## src/design/remote_pkg.sv

```systemverilog
package remote_pkg;

  // ==========================================================================
  // Remote setting carried by the parallel lines (logical, after inversion)
  // ==========================================================================
  localparam int DIGITS    = 7;
  localparam int DIGIT_W   = 4;
  localparam int VALUE_W   = DIGITS * DIGIT_W;

  typedef struct packed {
    logic [VALUE_W-1:0] value;     // Digit 0 (lowest decade) in bits 3:0
    logic               current;   // 1 = current function, 0 = voltage
    logic [1:0]         range;     // 00 lowest, 01, 10, 11 = 1000 V range
    logic               negative;
    logic               divider;   // Divider path on
    logic [1:0]         vlimit;
    logic [1:0]         ilimit;
    logic               operate;   // remote_operate_request
  } setting_t;

  localparam int SETTING_W = $bits(setting_t);

  // Raw connector lines, active low; select low means remote requested
  typedef struct packed {
    logic     select;
    setting_t setting;
  } lines_t;

  localparam int LINES_W = $bits(lines_t);

  typedef enum logic [1:0] {
    MENU_NORMAL = 2'b00,
    MENU_ADDR   = 2'b01,
    MENU_BCD    = 2'b10
  } menu_t;

  // ==========================================================================
  // Register map
  // ==========================================================================
  localparam int         ADDR_W       = 5;
  localparam logic [4:0] OFS_STATUS   = 5'h00;
  localparam logic [4:0] OFS_MASK     = 5'h04;
  localparam logic [4:0] OFS_MODE     = 5'h08;
  localparam logic [4:0] OFS_FILTER   = 5'h0c;
  localparam logic [4:0] OFS_VALUE    = 5'h10;
  localparam logic [4:0] OFS_CONTROLS = 5'h14;

  localparam int EV_W       = 4;
  localparam int EV_ENTER   = 0;
  localparam int EV_RELEASE = 1;
  localparam int EV_LIMIT   = 2;
  localparam int EV_CHANGE  = 3;

  localparam int MODE_REMOTE  = 0;
  localparam int MODE_BLOCK   = 1;
  localparam int MODE_MENU    = 2;
  localparam int MODE_OPERATE = 4;

  localparam int              FILTER_W       = 4;
  localparam logic [3:0]      FILTER_RESET   = 4'h4;
  localparam logic [EV_W-1:0] MASK_RESET     = 4'h0;

  // ==========================================================================
  // Timing
  // ==========================================================================
  localparam int SAMPLE_NS     = 1000;
  localparam int CLK_MHZ       = 250;
  localparam int SAMPLE_CYCLES = (SAMPLE_NS * CLK_MHZ + 999) / 1000;
  localparam int SAMPLE_CNT_W  = $clog2(SAMPLE_CYCLES);

endpackage

```

## src/design/bcd_parallel_remote_control.sv

```systemverilog
// Summary of operation
// RULE1: While remote mode is on, bus traffic is blocked; settings come from lines.
// RULE2: Remote mode is kept, also across power cycles, until released.
// RULE3: Release by select line going high restores prior display and output.
// RULE4: Limiter indicator asserts when limiter engages in operate.
// RULE5: Output-active indicator shows operate versus standby.
// RULE6: Both indicators stay driven outside remote mode.
// RULE7: Local key cycles normal, address, setup; enter in setup starts remote.
// RULE8: All lines high decode to zero output on the 1 V range.
// RULE9: Local key cancels remote mode and returns to local control.
// RULE10: Controller presents seven BCD digits, lowest decade first, four lines each.
// RULE11: Lines select voltage or current, divider ranges, and divider on/off.
// RULE12: Lines carry polarity, limit levels and operate/standby, decoded in remote.
// RULE13: All remote lines are inverted: low is one, high is zero.
// RULE14: Range field 00, 01, 10 are decades; 11 is the 1000 V range.
// RULE15: Inputs are synchronised and accepted only after several stable samples.
//
// The register addresses and the address-and-strobe port were decided locally.
`timescale 1ns/100ps

module bcd_parallel_remote_control (
  input  wire logic                          core_clk,
  input  wire logic                          rstn,
  input  wire logic [remote_pkg::ADDR_W-1:0] reg_addr,
  input  wire logic [31:0]                   reg_wdata,
  input  wire logic                          reg_wr,
  input  wire logic                          reg_rd,
  output logic      [31:0]                   reg_rdata,
  input  wire remote_pkg::lines_t            remote_lines_n,
  input  wire logic                          key_local,
  input  wire logic                          key_enter,
  input  wire remote_pkg::setting_t          local_setting,
  input  wire logic                          limiter_engaged,
  input  wire logic                          backup_remote,
  output logic                               backup_store,
  output remote_pkg::setting_t               active_setting,
  output logic                               restore_strobe,
  output logic                               gpib_block,
  output logic                               remote_lamp,
  output remote_pkg::menu_t                  menu_show,
  output logic                               limit_flag_n,
  output logic                               output_active_indicator_n,
  output logic                               irq
);

  // ==========================================================================
  // Sample divider and line filter
  // ==========================================================================
  logic [remote_pkg::SAMPLE_CNT_W-1:0] div_cnt;
  logic [remote_pkg::SAMPLE_CNT_W-1:0] next_div_cnt;
  logic                                sample_en;
  logic                                next_sample_en;
  logic [remote_pkg::FILTER_W-1:0]     filter_need;
  remote_pkg::lines_t                  lines_f;

  always_comb begin
    next_sample_en = (div_cnt == remote_pkg::SAMPLE_CNT_W'(remote_pkg::SAMPLE_CYCLES - 1));
    next_div_cnt   = next_sample_en ? '0 : div_cnt + 1'b1;
  end

  always_ff @(posedge core_clk or negedge rstn) begin
    if (!rstn) begin
      div_cnt   <= '0;
      sample_en <= 1'b0;
    end else begin
      div_cnt   <= next_div_cnt;
      sample_en <= next_sample_en;
    end
  end

  line_filter u_filter (
    .core_clk    (core_clk),
    .rstn        (rstn),
    .raw         (remote_lines_n),
    .sample_en   (sample_en),
    .stable_need (filter_need),
    .filtered    (lines_f)
  ); // RULE15

  // Inverted logic: low line is a logical one
  remote_pkg::setting_t decoded;
  logic                 select_on;

  always_comb begin
    decoded   = ~lines_f.setting; // RULE13 RULE8 RULE10 RULE11 RULE12 RULE14
    select_on = ~lines_f.select;  // RULE13
  end

  // ==========================================================================
  // Retained mode
  // ==========================================================================
  logic start_remote;
  logic remote_on;

  mode_retain u_retain (
    .core_clk      (core_clk),
    .rstn          (rstn),
    .backup_remote (backup_remote),
    .remote_on     (remote_on),
    .start_remote  (start_remote),
    .backup_store  (backup_store)
  ); // RULE2

  // ==========================================================================
  // Mode and menu state machine
  // ==========================================================================
  remote_pkg::menu_t    menu;
  remote_pkg::menu_t    next_menu;
  remote_pkg::setting_t snapshot;
  remote_pkg::setting_t next_snapshot;
  logic                 next_remote_on;
  logic                 select_seen;
  logic                 next_select_seen;
  logic                 enter_evt;
  logic                 release_evt;

  always_comb begin
    next_menu        = menu;
    next_remote_on   = remote_on;
    next_snapshot    = snapshot;
    next_select_seen = select_seen;
    enter_evt        = 1'b0;
    release_evt      = 1'b0;
    if (remote_on) begin
      if (select_on) begin
        next_select_seen = 1'b1;
      end
      if (key_local) begin
        next_remote_on = 1'b0; // RULE9
        next_menu      = remote_pkg::MENU_NORMAL;
        release_evt    = 1'b1;
      end else if (select_seen && !select_on) begin
        next_remote_on = 1'b0; // RULE3
        release_evt    = 1'b1;
      end
    end else if (start_remote) begin
      next_remote_on   = 1'b1; // RULE2
      next_snapshot    = local_setting;
      next_select_seen = 1'b0;
      enter_evt        = 1'b1;
    end else if (key_local) begin
      case (menu) // RULE7
        remote_pkg::MENU_NORMAL: next_menu = remote_pkg::MENU_ADDR;
        remote_pkg::MENU_ADDR:   next_menu = remote_pkg::MENU_BCD;
        default:                 next_menu = remote_pkg::MENU_NORMAL;
      endcase
    end else if (key_enter && menu == remote_pkg::MENU_BCD) begin
      next_remote_on   = 1'b1; // RULE7
      next_menu        = remote_pkg::MENU_NORMAL;
      next_snapshot    = local_setting;
      next_select_seen = 1'b0;
      enter_evt        = 1'b1;
    end
  end

  always_ff @(posedge core_clk or negedge rstn) begin
    if (!rstn) begin
      menu        <= remote_pkg::MENU_NORMAL;
      remote_on   <= 1'b0;
      snapshot    <= '0;
      select_seen <= 1'b0;
    end else begin
      menu        <= next_menu;
      remote_on   <= next_remote_on;
      snapshot    <= next_snapshot;
      select_seen <= next_select_seen;
    end
  end

  // ==========================================================================
  // Outputs and indicators
  // ==========================================================================
  remote_pkg::setting_t next_active;
  logic                 operating;
  logic                 next_limit_flag_n;
  logic                 next_op_flag_n;

  always_comb begin
    if (next_remote_on) begin
      next_active = decoded; // RULE1
    end else if (release_evt) begin
      next_active = snapshot; // RULE3
    end else begin
      next_active = local_setting;
    end
    operating         = active_setting.operate;
    next_limit_flag_n = ~(limiter_engaged && operating); // RULE4 RULE6
    next_op_flag_n    = ~operating;                      // RULE5 RULE6
  end

  always_ff @(posedge core_clk or negedge rstn) begin
    if (!rstn) begin
      active_setting            <= '0;
      restore_strobe            <= 1'b0;
      gpib_block                <= 1'b0;
      remote_lamp               <= 1'b0;
      limit_flag_n              <= 1'b1;
      output_active_indicator_n <= 1'b1;
    end else begin
      active_setting            <= next_active;
      restore_strobe            <= release_evt;
      gpib_block                <= next_remote_on; // RULE1
      remote_lamp               <= next_remote_on; // RULE7
      limit_flag_n              <= next_limit_flag_n;
      output_active_indicator_n <= next_op_flag_n;
    end
  end

  always_comb begin
    menu_show = menu;
  end

  // ==========================================================================
  // Registers, events and interrupt
  // ==========================================================================
  logic [remote_pkg::EV_W-1:0]     status;
  logic [remote_pkg::EV_W-1:0]     mask;
  logic [remote_pkg::EV_W-1:0]     events;
  logic [remote_pkg::EV_W-1:0]     next_status;
  logic [remote_pkg::EV_W-1:0]     next_mask;
  logic [remote_pkg::FILTER_W-1:0] next_filter_need;
  logic [31:0]                     next_rdata;
  logic                            limit_prev;
  logic                            next_irq;
  remote_pkg::setting_t            decoded_prev;

  always_comb begin
    events                         = '0;
    events[remote_pkg::EV_ENTER]   = enter_evt;
    events[remote_pkg::EV_RELEASE] = release_evt;
    events[remote_pkg::EV_LIMIT]   = !limit_flag_n && !limit_prev;
    events[remote_pkg::EV_CHANGE]  = remote_on && (decoded != decoded_prev);
    next_status      = status;
    next_mask        = mask;
    next_filter_need = filter_need;
    if (reg_wr) begin
      if (reg_addr == remote_pkg::OFS_STATUS) begin
        next_status = status & ~reg_wdata[remote_pkg::EV_W-1:0];
      end else if (reg_addr == remote_pkg::OFS_MASK) begin
        next_mask = reg_wdata[remote_pkg::EV_W-1:0];
      end else if (reg_addr == remote_pkg::OFS_FILTER) begin
        next_filter_need = reg_wdata[remote_pkg::FILTER_W-1:0];
      end
    end
    // Set wins over a clear in the same cycle
    next_status = next_status | events;
    next_irq    = |(next_status & next_mask);
    next_rdata  = '0;
    if (reg_rd) begin
      if (reg_addr == remote_pkg::OFS_STATUS) begin
        next_rdata[remote_pkg::EV_W-1:0] = status;
      end else if (reg_addr == remote_pkg::OFS_MASK) begin
        next_rdata[remote_pkg::EV_W-1:0] = mask;
      end else if (reg_addr == remote_pkg::OFS_MODE) begin
        next_rdata[remote_pkg::MODE_REMOTE]      = remote_on;
        next_rdata[remote_pkg::MODE_BLOCK]       = gpib_block;
        next_rdata[remote_pkg::MODE_MENU +: 2]   = menu;
        next_rdata[remote_pkg::MODE_OPERATE]     = operating;
      end else if (reg_addr == remote_pkg::OFS_FILTER) begin
        next_rdata[remote_pkg::FILTER_W-1:0] = filter_need;
      end else if (reg_addr == remote_pkg::OFS_VALUE) begin
        next_rdata[remote_pkg::VALUE_W-1:0] = active_setting.value;
      end else if (reg_addr == remote_pkg::OFS_CONTROLS) begin
        next_rdata[remote_pkg::SETTING_W-remote_pkg::VALUE_W-1:0] =
          active_setting[remote_pkg::SETTING_W-remote_pkg::VALUE_W-1:0];
      end
    end
  end

  always_ff @(posedge core_clk or negedge rstn) begin
    if (!rstn) begin
      status       <= '0;
      mask         <= remote_pkg::MASK_RESET;
      filter_need  <= remote_pkg::FILTER_RESET;
      reg_rdata    <= '0;
      irq          <= 1'b0;
      limit_prev   <= 1'b0;
      decoded_prev <= '0;
    end else begin
      status       <= next_status;
      mask         <= next_mask;
      filter_need  <= next_filter_need;
      reg_rdata    <= next_rdata;
      irq          <= next_irq;
      limit_prev   <= !limit_flag_n;
      decoded_prev <= decoded;
    end
  end
endmodule

```

## src/design/line_filter.sv

```systemverilog
`timescale 1ns/100ps

module line_filter (
  input  wire logic                        core_clk,
  input  wire logic                        rstn,
  input  wire logic [remote_pkg::LINES_W-1:0] raw,
  input  wire logic                        sample_en,
  input  wire logic [remote_pkg::FILTER_W-1:0] stable_need,
  output logic      [remote_pkg::LINES_W-1:0] filtered
);

  // ==========================================================================
  // Two-stage synchroniser per line
  // ==========================================================================
  logic [remote_pkg::LINES_W-1:0] meta;
  logic [remote_pkg::LINES_W-1:0] sync;

  genvar gi;
  generate
    for (gi = 0; gi < remote_pkg::LINES_W; gi++) begin : g_sync
      always_ff @(posedge core_clk or negedge rstn) begin
        if (!rstn) begin
          meta[gi] <= 1'b1;
          sync[gi] <= 1'b1;
        end else begin
          meta[gi] <= raw[gi];
          sync[gi] <= meta[gi];
        end
      end
    end
  endgenerate

  // ==========================================================================
  // Stability filter: whole word must hold for stable_need + 2 samples
  // ==========================================================================
  logic [remote_pkg::LINES_W-1:0]  candidate;
  logic [remote_pkg::FILTER_W-1:0] count;
  logic [remote_pkg::LINES_W-1:0]  next_candidate;
  logic [remote_pkg::FILTER_W-1:0] next_count;
  logic [remote_pkg::LINES_W-1:0]  next_filtered;

  always_comb begin
    next_candidate = candidate;
    next_count     = count;
    next_filtered  = filtered;
    if (sample_en) begin
      if (sync != candidate) begin
        next_candidate = sync;
        next_count     = '0;
      end else if (count < stable_need) begin
        next_count = count + 1'b1;
      end else begin
        next_filtered = candidate;
      end
    end
  end

  always_ff @(posedge core_clk or negedge rstn) begin
    if (!rstn) begin
      candidate <= '1;
      count     <= '0;
      filtered  <= '1;
    end else begin
      candidate <= next_candidate;
      count     <= next_count;
      filtered  <= next_filtered;
    end
  end

endmodule

```

## src/design/mode_retain.sv

```systemverilog
`timescale 1ns/100ps

module mode_retain (
  input  wire logic core_clk,
  input  wire logic rstn,
  input  wire logic backup_remote,
  input  wire logic remote_on,
  output logic      start_remote,
  output logic      backup_store
);

  // Backup level is caught once, on the first edge after reset release
  logic armed;
  logic next_armed;
  logic next_start_remote;

  always_comb begin
    next_armed        = 1'b1;
    next_start_remote = !armed && backup_remote;
  end

  always_ff @(posedge core_clk or negedge rstn) begin
    if (!rstn) begin
      armed        <= 1'b0;
      start_remote <= 1'b0;
      backup_store <= 1'b0;
    end else begin
      armed        <= next_armed;
      start_remote <= next_start_remote;
      backup_store <= remote_on;
    end
  end

endmodule

```

## config.mk

```make
export PLATFORM = sky130hd
export DESIGN_NAME = bcd_parallel_remote_control
export DESIGN_NICKNAME = d
export VERILOG_FILES = /design/src/design/remote_pkg.sv /design/src/design/bcd_parallel_remote_control.sv /design/src/design/line_filter.sv /design/src/design/mode_retain.sv
export SDC_FILE = /design/constraint.sdc
export NUM_CORES = 1
export LEC_CHECK = 0
export CAP_MARGIN = 20
export CELL_PAD_IN_SITES_DETAIL_PLACEMENT = 0
export CELL_PAD_IN_SITES_GLOBAL_PLACEMENT = 1
export CORE_MARGIN = 1
export CORE_UTILIZATION = 52
export DETAILED_ROUTE_END_ITERATION = 10
export DONT_BUFFER_PORTS = 1
export PLACE_DENSITY = 0.77
export SYNTH_ARGS = -nofsm -noshare
export SYNTH_HDL_FRONTEND = slang
export SYNTH_SLANG_ARGS = --single-unit
export TNS_END_PERCENT = 30
```

## constraint.sdc

```tcl
create_clock -name core_clk -period 3 [get_ports core_clk]
set_input_delay 0.6 -clock core_clk [delete_from_list [all_inputs] [get_ports core_clk]]
set_output_delay 0.6 -clock core_clk [all_outputs]
set_load 0.02 [all_outputs]
```

Word level (Yosys, flattened, before mapping)
Index checks and enable logic that the tools add are counted.
Storage, ports and cells
  latch bits: 0
  output and inout bits: 79
  input bits: 122
  flip-flop bits (word level): 335
  bits in read-only memories: 0
  memories: 0
  memory bits (writable): 0
Cells by class
  equality and inequality tests: 15
  muxes and demuxes: 46
  divide/modulo/power cells: 0
  add/subtract/negate cells: 2
  $mul: 0
  reductions and logical operators: 23
  $lt $le $gt $ge: 1
  shift operators: 0
  bitwise logic cells: 12
Operators with widths (number)
  $mux 38: 5
  $mux 24: 3
  $mux 4: 10
  $ne 39x39->1: 1
  $ne 38x38->1: 1
  $not 38->38: 1
  $mux 28: 1
  $mux 23: 1
  $mux 10: 2
  $mux 18: 1
  $mux 1: 15
  $reduce_and 3->1: 4
  $eq 5x4->1 const B: 2
  $eq 5x5->1 const B: 2
  $mux 2: 5
  $add 8x1->8 const B: 1
  $and 4x4->4: 2
  $eq 8x8->1 const B: 1
  $mux 8: 1
  $not 1->1: 7
  $logic_and 1x1->1: 6
  $ne 2x2->1 const B: 3
  $reduce_bool 3->1: 2
  $eq 5x3->1 const B: 1
  17 further kinds: 21

Logic depth before layout (Yosys ltp)
Gate-level depths: netlist of run 1.
  depth after elaboration: 9
  gate-level depth with buffers: 9
  mapped depth without buffers: 7

Hierarchy
From an unflattened synthesis of run 1, not the netlist that was laid out.
Second synthesis, totals
  cell total of the unflattened synthesis: 934
  area, all modules: 13006.2 um^2
By module, submodules not included
  bcd_parallel_remote_control: area each 7130.6 um^2, cells each 600, sequential area each 4307.9 um^2, times used 1
  line_filter: area each 5783.0 um^2, cells each 329, sequential area each 4199.0 um^2, times used 1
  mode_retain: area each 92.6 um^2, cells each 5, sequential area each 75.1 um^2, times used 1

Worst setup path before layout of run 1
OpenSTA, ideal clock, no wires.
  path kind: input to register
  start point: input reg_addr[4] in the netlist's numbering
  end point: register irq
  arrival time: 2.233 ns
  stages: 7
  setup slack: 0.649 ns
  buffers on the path: 1
  setup time: 0.118 ns
  path through: or4_1 -> clkbuf_1 -> nor2_1 -> mux2_2 -> a22oi_1 -> nand2_1 -> a21o_1
Between the ends
  longest elaborated chain between the ends: 6
Ends and longest elaborated chain
  from (decl): line bcd_parallel_remote_control.sv:24  | input wire logic [remote_pkg::ADDR_W-1:0] reg_addr,
  $eq 5x3->1: line bcd_parallel_remote_control.sv:239  | end else if (reg_addr == remote_pkg::OFS_MASK) begin
  $mux 4: line bcd_parallel_remote_control.sv:239
  $mux 4 *: line bcd_parallel_remote_control.sv:237  | if (reg_addr == remote_pkg::OFS_STATUS) begin
  $mux 4 *: line bcd_parallel_remote_control.sv:236  | if (reg_wr) begin
  via next_mask, one bit: line bcd_parallel_remote_control.sv:220  | logic [remote_pkg::EV_W-1:0] next_mask;
  $and 4x4->4 *: line bcd_parallel_remote_control.sv:247  | next_irq = |(next_status & next_mask);
  $reduce_or 4->1 *: line bcd_parallel_remote_control.sv:247
  via next_irq: line bcd_parallel_remote_control.sv:224  | logic next_irq;
  to (signal assigned): line bcd_parallel_remote_control.sv:284  | irq <= next_irq;
  to (decl): line bcd_parallel_remote_control.sv:43  | output logic irq
The timed path passes the listed nets; every way through them passes the cells marked *.
A chain may end at the register's enable or synchronous reset.

Final worst setup path of run 1
  start point: register u_filter.candidate[22] in the netlist's numbering
  end point: register u_filter.candidate[21] in the netlist's numbering
Between the ends
  longest elaborated chain between the ends: 2
Ends and longest elaborated chain
  from (decl): line line_filter.sv:36  | logic [remote_pkg::LINES_W-1:0] candidate;
  from (signal assigned): line line_filter.sv:64  | candidate <= next_candidate;
  $ne 39x39->1: line line_filter.sv:47  | if (sync != candidate) begin
  $reduce_and 2->1 (no line)
No other way between the ends.

==> run metrics, run 1 <==
outcome=complete, but fails checks; failing checks=negative hold slack; Crit Path Class=register to register; Vias/cell=5.24; Hold WS=-173 ps; Starting Density=0.532; DP Wirelength=about 16000 microns; Seq pwr share=0.517; Area Overhead vs Synth=12.1%; WP data required=3430 ps; standard-cell rows=57; gpl congestion=around 0.8; most common cell after layout, fill and taps aside=dfrtp_1; Max-Cap Viols=0; fin worst setup slack=around 380 ps; WP data arrival=~3100 ps; Mapped Cells=a little over 900; Slew Viols, Final=0; ys flop type=dfrtp_1; largest net degree at the start of global routing=between 300 and 400; post-layout util=0.596; Max IR drop VDD=~0.50 mV; slew at the pin closest to its max-slew limit=615 ps; total grt overflow=0; Placement Setup Slack=around 330 ps; Synth Register Bits=around 340; PwrDens=766 nW/um^2; part of the power in the clock network=0.383; antenna cells=0; most frequent cells in the layout=dfrtp_1 (176), dfstp_2 (159), mux2_2 (151); violation count after the first detailed-route iteration=between 400 and 500; core area=24500 sq um; Gate power share=0.100; share of the synthesized area in the top cell type=0.338; Final period util=0.874; HP Class=input pin to asynchronous set/reset pin; worst clock skew=around 9.3 ps; drt pass-1 iters=7; chip width=~160 microns; crit end category=register; worst-path cell chain=xor2_1 > nor4_1 > nand4_1 > nor3_4 > buf_4 > a21o_1 > buf_12 > mux2_2; # IOs=about 200; wire per inst=18.7 microns; Post-route DRC=0; net switching component of the power=between 2 and 3 mW; final setup vio count=0; unrepaired setup endpoints after global routing=false; cell leakage power=about 6.0 nW; DIE AREA=approximately 26000 sq um; Area contributors post-synth=dfrtp_1 (34%), dfstp_2 (32%), mux2_2 (13%); fraction of layout cells with a size suffix above 1=0.411; internal power=between 8 and 9 mW; Nets=between 1000 and 1500; slowest cell on the critical path=dfstp_2; Synth cell types=between 50 and 60; Worst slew margin=0.588; switch share=0.256; Max Fclk=0.381 GHz; CTS clk-pin slew, worst paths=~60 ps; first-pass GRT wire length=~39000 microns; Post-synth ARST share=1.00; Buf+Inv Stages, Crit Path=2; Hold Fails Final Rpt=between 150 and 200; crit path launch=u_filter.candidate[22]$_DFFE_PN1P_; Mean Syn Cell Area=about 14 sq um; Die Y=approximately 160 microns; Startpoint Class=register; number of global-route vias before repair=6958; Fin Setup TNS=0 ps; Post-DRT Antenna Nets=0; CTS root buffer=clkbuf_16; CP top delay family=simple AND/OR/NAND/NOR gates; TritonCTS clock tree=built; Yosys warnings=0; H-tree Lvls=2; GRT Total Usage=0.195; RR Startpoint=u_filter.candidate[22]$_DFFE_PN1P_; I/O Buffers=0; Worst path max stage delay=about 550 ps; total power=around 11 mW; Synth area leader=dfrtp_1; CTS Buf Count=36; Post-Syn Area=about 13000 sq um; peak fanout along the critical path=39; Worst-Skew Late Latency=between 500 and 600 ps; min cycle time layout=2620 ps; Sink Count=335; EDFF count, synth=0; initial antenna violation count=0; cells resized by post-CTS repair=0; sequential area share after synthesis=0.659; clock tree buffer depth=3; routed wire length=between 20000 and 25000 microns; via count=slightly below 7000
==> final timing paths <==
kind                                                      endpoint  slack (ps)  cells after the start
worst max register to register  u_filter.candidate[21]$_DFFE_PN1P_         380                      8
worst min register to register         u_filter.sync[25]$_DFF_PN1_         350                      0
max in group asynchronous       u_filter.candidate[17]$_DFFE_PN1P_        2740                      0
worst min-delay path                      snapshot[35]$_DFFE_PN0P_        -170                      0
min in group core_clk                  u_filter.meta[38]$_DFF_PN1_          90                      0
worst max-delay path            u_filter.candidate[21]$_DFFE_PN1P_         380                      8
==> area by class of cell <==
class / count / area (sq um)
multi-input cells: 499 / 4060
inverters: 55 / 206
flip-flops and latches: 335 / 8580
clock inverters: 11 / 87.6
clock buffers: 54 / 1080
repair buffers: 14 / 168
well taps: 324 / 405
fillers: 1889 / 9870
==> stage by stage <==
stage | area (sq um) | instances
floorplan | 13000 | 924
global placement | 13400 | 1227
detailed placement | 13400 | 1227
CTS | 14600 | 1292
global route | 14600 | 1292
finish | 14600 | 1292
==> metal layers <==
| metal | track usage | wire, microns |
|---|---|---|
| met1 | 0.284 | 11500 |
| met2 | 0.293 | 10900 |
| met3 | 0.0470 | 1460 |
| met4 | 0.0506 | 320 |
| met5 | 0 | 0 |
==> flip-flops by register name (all words and copies together) (netlist names), 2 cells and up <==
signal / count
reg_rdata: 28
u_filter.filtered: 39
mask: 4
snapshot: 38
div_cnt: 8
u_filter.meta: 39
active_setting: 37
u_filter.candidate: 39
status: 4
u_filter.sync: 39
u_filter.count: 4
decoded_prev: 38
menu_show: 2
filter_need: 4
==> logic make-up (layout without fill, tap and decap cells) <==
family | after synthesis | count (layout) | share of synthesized area
xor+xnor | 80 | 80 | 0.0538
fa+ha+maj | 6 | 6 | 0.00577
simple gates | 153 | 153 | 0.0609
flops | 335 | 335 | 0.659
compound gates | 83 | 83 | 0.0374
buf+inv | 90 | 134 | 0.0315
mux | 172 | 172 | 0.151
other cells | 2 | 5 | 0.000577
==> power by group through the flow <==
stage | Sequential (mW) | Combinational [mW] | Clock (mW)
3_5_place_dp | 5.86 | 1.12 | 0
3_3_place_gp | 5.83 | 1.10 | 0
5_1_grt | 5.85 | 1.23 | 4.56
4_1_cts | 5.79 | 1.13 | 4.39
2_1_floorplan | 5.71 | 0.931 | 0
6_report | 5.78 | 1.11 | 4.28
==> synthesized netlist by cell type (all sizes together), types with 2 or more instances <==
cell,number
clkbuf,14
nor4,13
nor2,61
dfrtp,176
mux2i,11
conb,2
nand2,20
o21ai,14
nand3b,3
o21a,2
nor4b,2
inv,55
or3,3
a221oi,4
xor2,19
dfstp,159
nand3,4
a21o,3
and2,18
a22oi,4
nor3,4
a31oi,3
buf,21
o22ai,3
nor2b,5
nand4,11
mux2,161
a21oi,43
ha,6
nor3b,2
o2bb2ai,3
xnor2,61
==> what timing repair did <==
action                                 4_1_cts  5_1_grt
setup endpoints to repair                    0        0
endpoints found under the hold margin      332      283
setup buffers                                0        0
No activity file was read; power rests on OpenSTA's default activity.
==> run 2: changes to the inputs <==
CORE_UTILIZATION = 54   (was 52)
CTS_BUF_LIST = sky130_fd_sc_hd__clkbuf_8   (was unset)
PLACE_DENSITY = 0.8   (was 0.77)
==> run metrics, run 2 (same netlist as run 1, synthesis figures left out) <==
top sig layer=met4; Hold WS=-267 ps; Startpoint Class=register; first-pass GRT wire length=approximately 38000 microns; GRT Total Usage=0.201; CTS Buf Count=between 50 and 60; post-layout util=0.631; worst clock skew=16.0 ps; Worst slew margin=0.571; core area=roughly 24000 sq um; CTS root buffer=clkbuf_8; number of global-route vias before repair=between 7000 and 8000; path depth of the worst reg2reg path=7; Reg area=roughly 8600 sq um; H-tree Lvls=2; via count=6954; Post-DRT Antenna Nets=0; internal power=7.86 mW; net switching component of the power=around 2.9 mW; Crit Path Class=register to register; switch share=0.267; # fillers=~1800; worst reg2reg endpoint=u_filter.filtered[24]$_DFFE_PN1P_; violation count after the first detailed-route iteration=approximately 400; largest net degree at the start of global routing=between 300 and 400; DP Wirelength=15800 microns; Die Y=157 microns; Gate power share=0.107; Max-Cap Viols=0; hold_buf cts=39; clock tree buffer depth=3; unrepaired setup endpoints after global routing=false; Area Overhead vs Synth=14.2%; Max IR drop VDD=approximately 0.41 mV; failing checks=negative hold slack; Sink Count=between 300 and 400; Max Fclk=0.379 GHz; I/O Buffers=0; Worst-Skew Late Latency=between 500 and 600 ps; Vias/cell=a little over 5; fraction of layout cells with a size suffix above 1=0.408; Fin Setup TNS=0 ps; CTS clk-pin slew, worst paths=roughly 60 ps; crit end category=register; final setup vio count=0; Slew Viols, Final=0; outcome=complete, but fails checks; M1 WL=~11000 microns; routed wire length=around 24000 microns; met2 WL=10500 microns; drt pass-1 iters=5; peak fanout along the critical path=39; # IOs=between 200 and 250; RR Startpoint=u_filter.candidate[17]$_DFFE_PN1P_; wire per inst=between 15 and 20 microns; HP Class=input pin to asynchronous set/reset pin; total grt overflow=0; Post-route DRC=0; Reg2Reg Setup Slack=around 360 ps; Starting Density=0.553; standard-cell rows=56; cell leakage power=just over 6 nW; PwrDens=721 nW/um^2; part of the power in the clock network=0.354; antenna cells=0; WP data arrival=~3100 ps; Seq pwr share=0.538; initial antenna violation count=0; min cycle time layout=about 2600 ps; Final period util=0.880; area occupied by multi-input gates=a little over 4000 sq um; cells resized by post-CTS repair=0; slew at the pin closest to its max-slew limit=644 ps; WP data required=between 3000 and 4000 ps; Hold Fails Final Rpt=between 150 and 200; most frequent cells in the layout=dfrtp_1 (176), dfstp_2 (159), mux2_2 (151); chip width=between 150 and 200 microns; most common cell after layout, fill and taps aside=dfrtp_1; TritonCTS clock tree=built; met3 WL=~1700 microns; Nets=around 1100; gpl congestion=between 0.7 and 0.8; DIE AREA=approximately 25000 sq um
[run 2: changes by cell type in the layout (fill, tap and decap cells not counted), moves of 2 or more]
cell,previous run,this run
buf_4,9,13
clkbuf_1,9,0
buf_12,5,2
inv_1,55,71
clkbuf_8,7,71
clkbuf_16,38,0
inv_6,2,0
dlygate4sd3_1,0,39
[run 2: cell type report]
class                      count  area share
timing repair buffer          54      0.0355
inverter                      55      0.0139
clock buffer                  71      0.0657
tap                          319      0.0269
clock inverter                26     0.00758
multi-input combinational    499       0.273
sequential                   335       0.577
[run 2: how the worst max path moves through the flow]
stage	end	from	cells past startpoint
2_1_floorplan	irq$_DFF_PN0_	reg_addr[4]	7
3_3_place_gp	u_filter.filtered[21]$_DFFE_PN1P_	u_filter.candidate[17]$_DFFE_PN1P_	7
3_5_place_dp	u_filter.filtered[17]$_DFFE_PN1P_	u_filter.candidate[17]$_DFFE_PN1P_	7
4_1_cts	u_filter.filtered[4]$_DFFE_PN1P_	u_filter.candidate[17]$_DFFE_PN1P_	7
5_1_grt	u_filter.filtered[4]$_DFFE_PN1P_	u_filter.candidate[17]$_DFFE_PN1P_	7
6_report	u_filter.filtered[24]$_DFFE_PN1P_	u_filter.candidate[17]$_DFFE_PN1P_	7
[run 2: repair_timing]
action / CTS / global route
hold endpoints to repair: 374 / 295
endpoints found under the setup margin: 0 / 0
setup buffers: 0 / 0
[run 2: per-layer routing]
layer  global-route usage  up-vias
met2                0.303      207
met4               0.0652        0
li1                     -     3271
met1                0.285     3432
met3               0.0526       44
met5                    0        -
[run 2: stage by stage]
| step | hold slack (ps) | setup slack [ps] | instances | power [mW] | cell area, sq um |
|---|---|---|---|---|---|
| 2_1_floorplan | 304 | 649 | 924 | 6.64 | 13000 |
| 3_3_place_gp | 314 | 322 | 1223 | 6.91 | 13400 |
| 3_5_place_dp | 313 | 297 | 1223 | 6.96 | 13400 |
| 4_1_cts | -307 | 273 | 1359 | 10.9 | 14900 |
| 5_1_grt | -307 | 201 | 1359 | 11.3 | 14900 |
| 6_report | -267 | 361 | 1359 | 10.7 | 14900 |
[run 2: worst max-delay path: stages, from the launching register on]
cell,delay [ps]
dfstp_2,540
xor2_1,70
nor4_1,430
nand4_1,230
nor3_4,370
and4_4,290
buf_12,240
mux2_2,370
[run 2: power by group through the flow]
stage	Combinational (mW)	Sequential, mW	Clock (mW)
6_report	1.15	5.77	3.80
4_1_cts	1.16	5.77	3.92
2_1_floorplan	0.931	5.71	0
3_3_place_gp	1.09	5.82	0
5_1_grt	1.28	5.85	4.13
3_5_place_dp	1.11	5.85	0
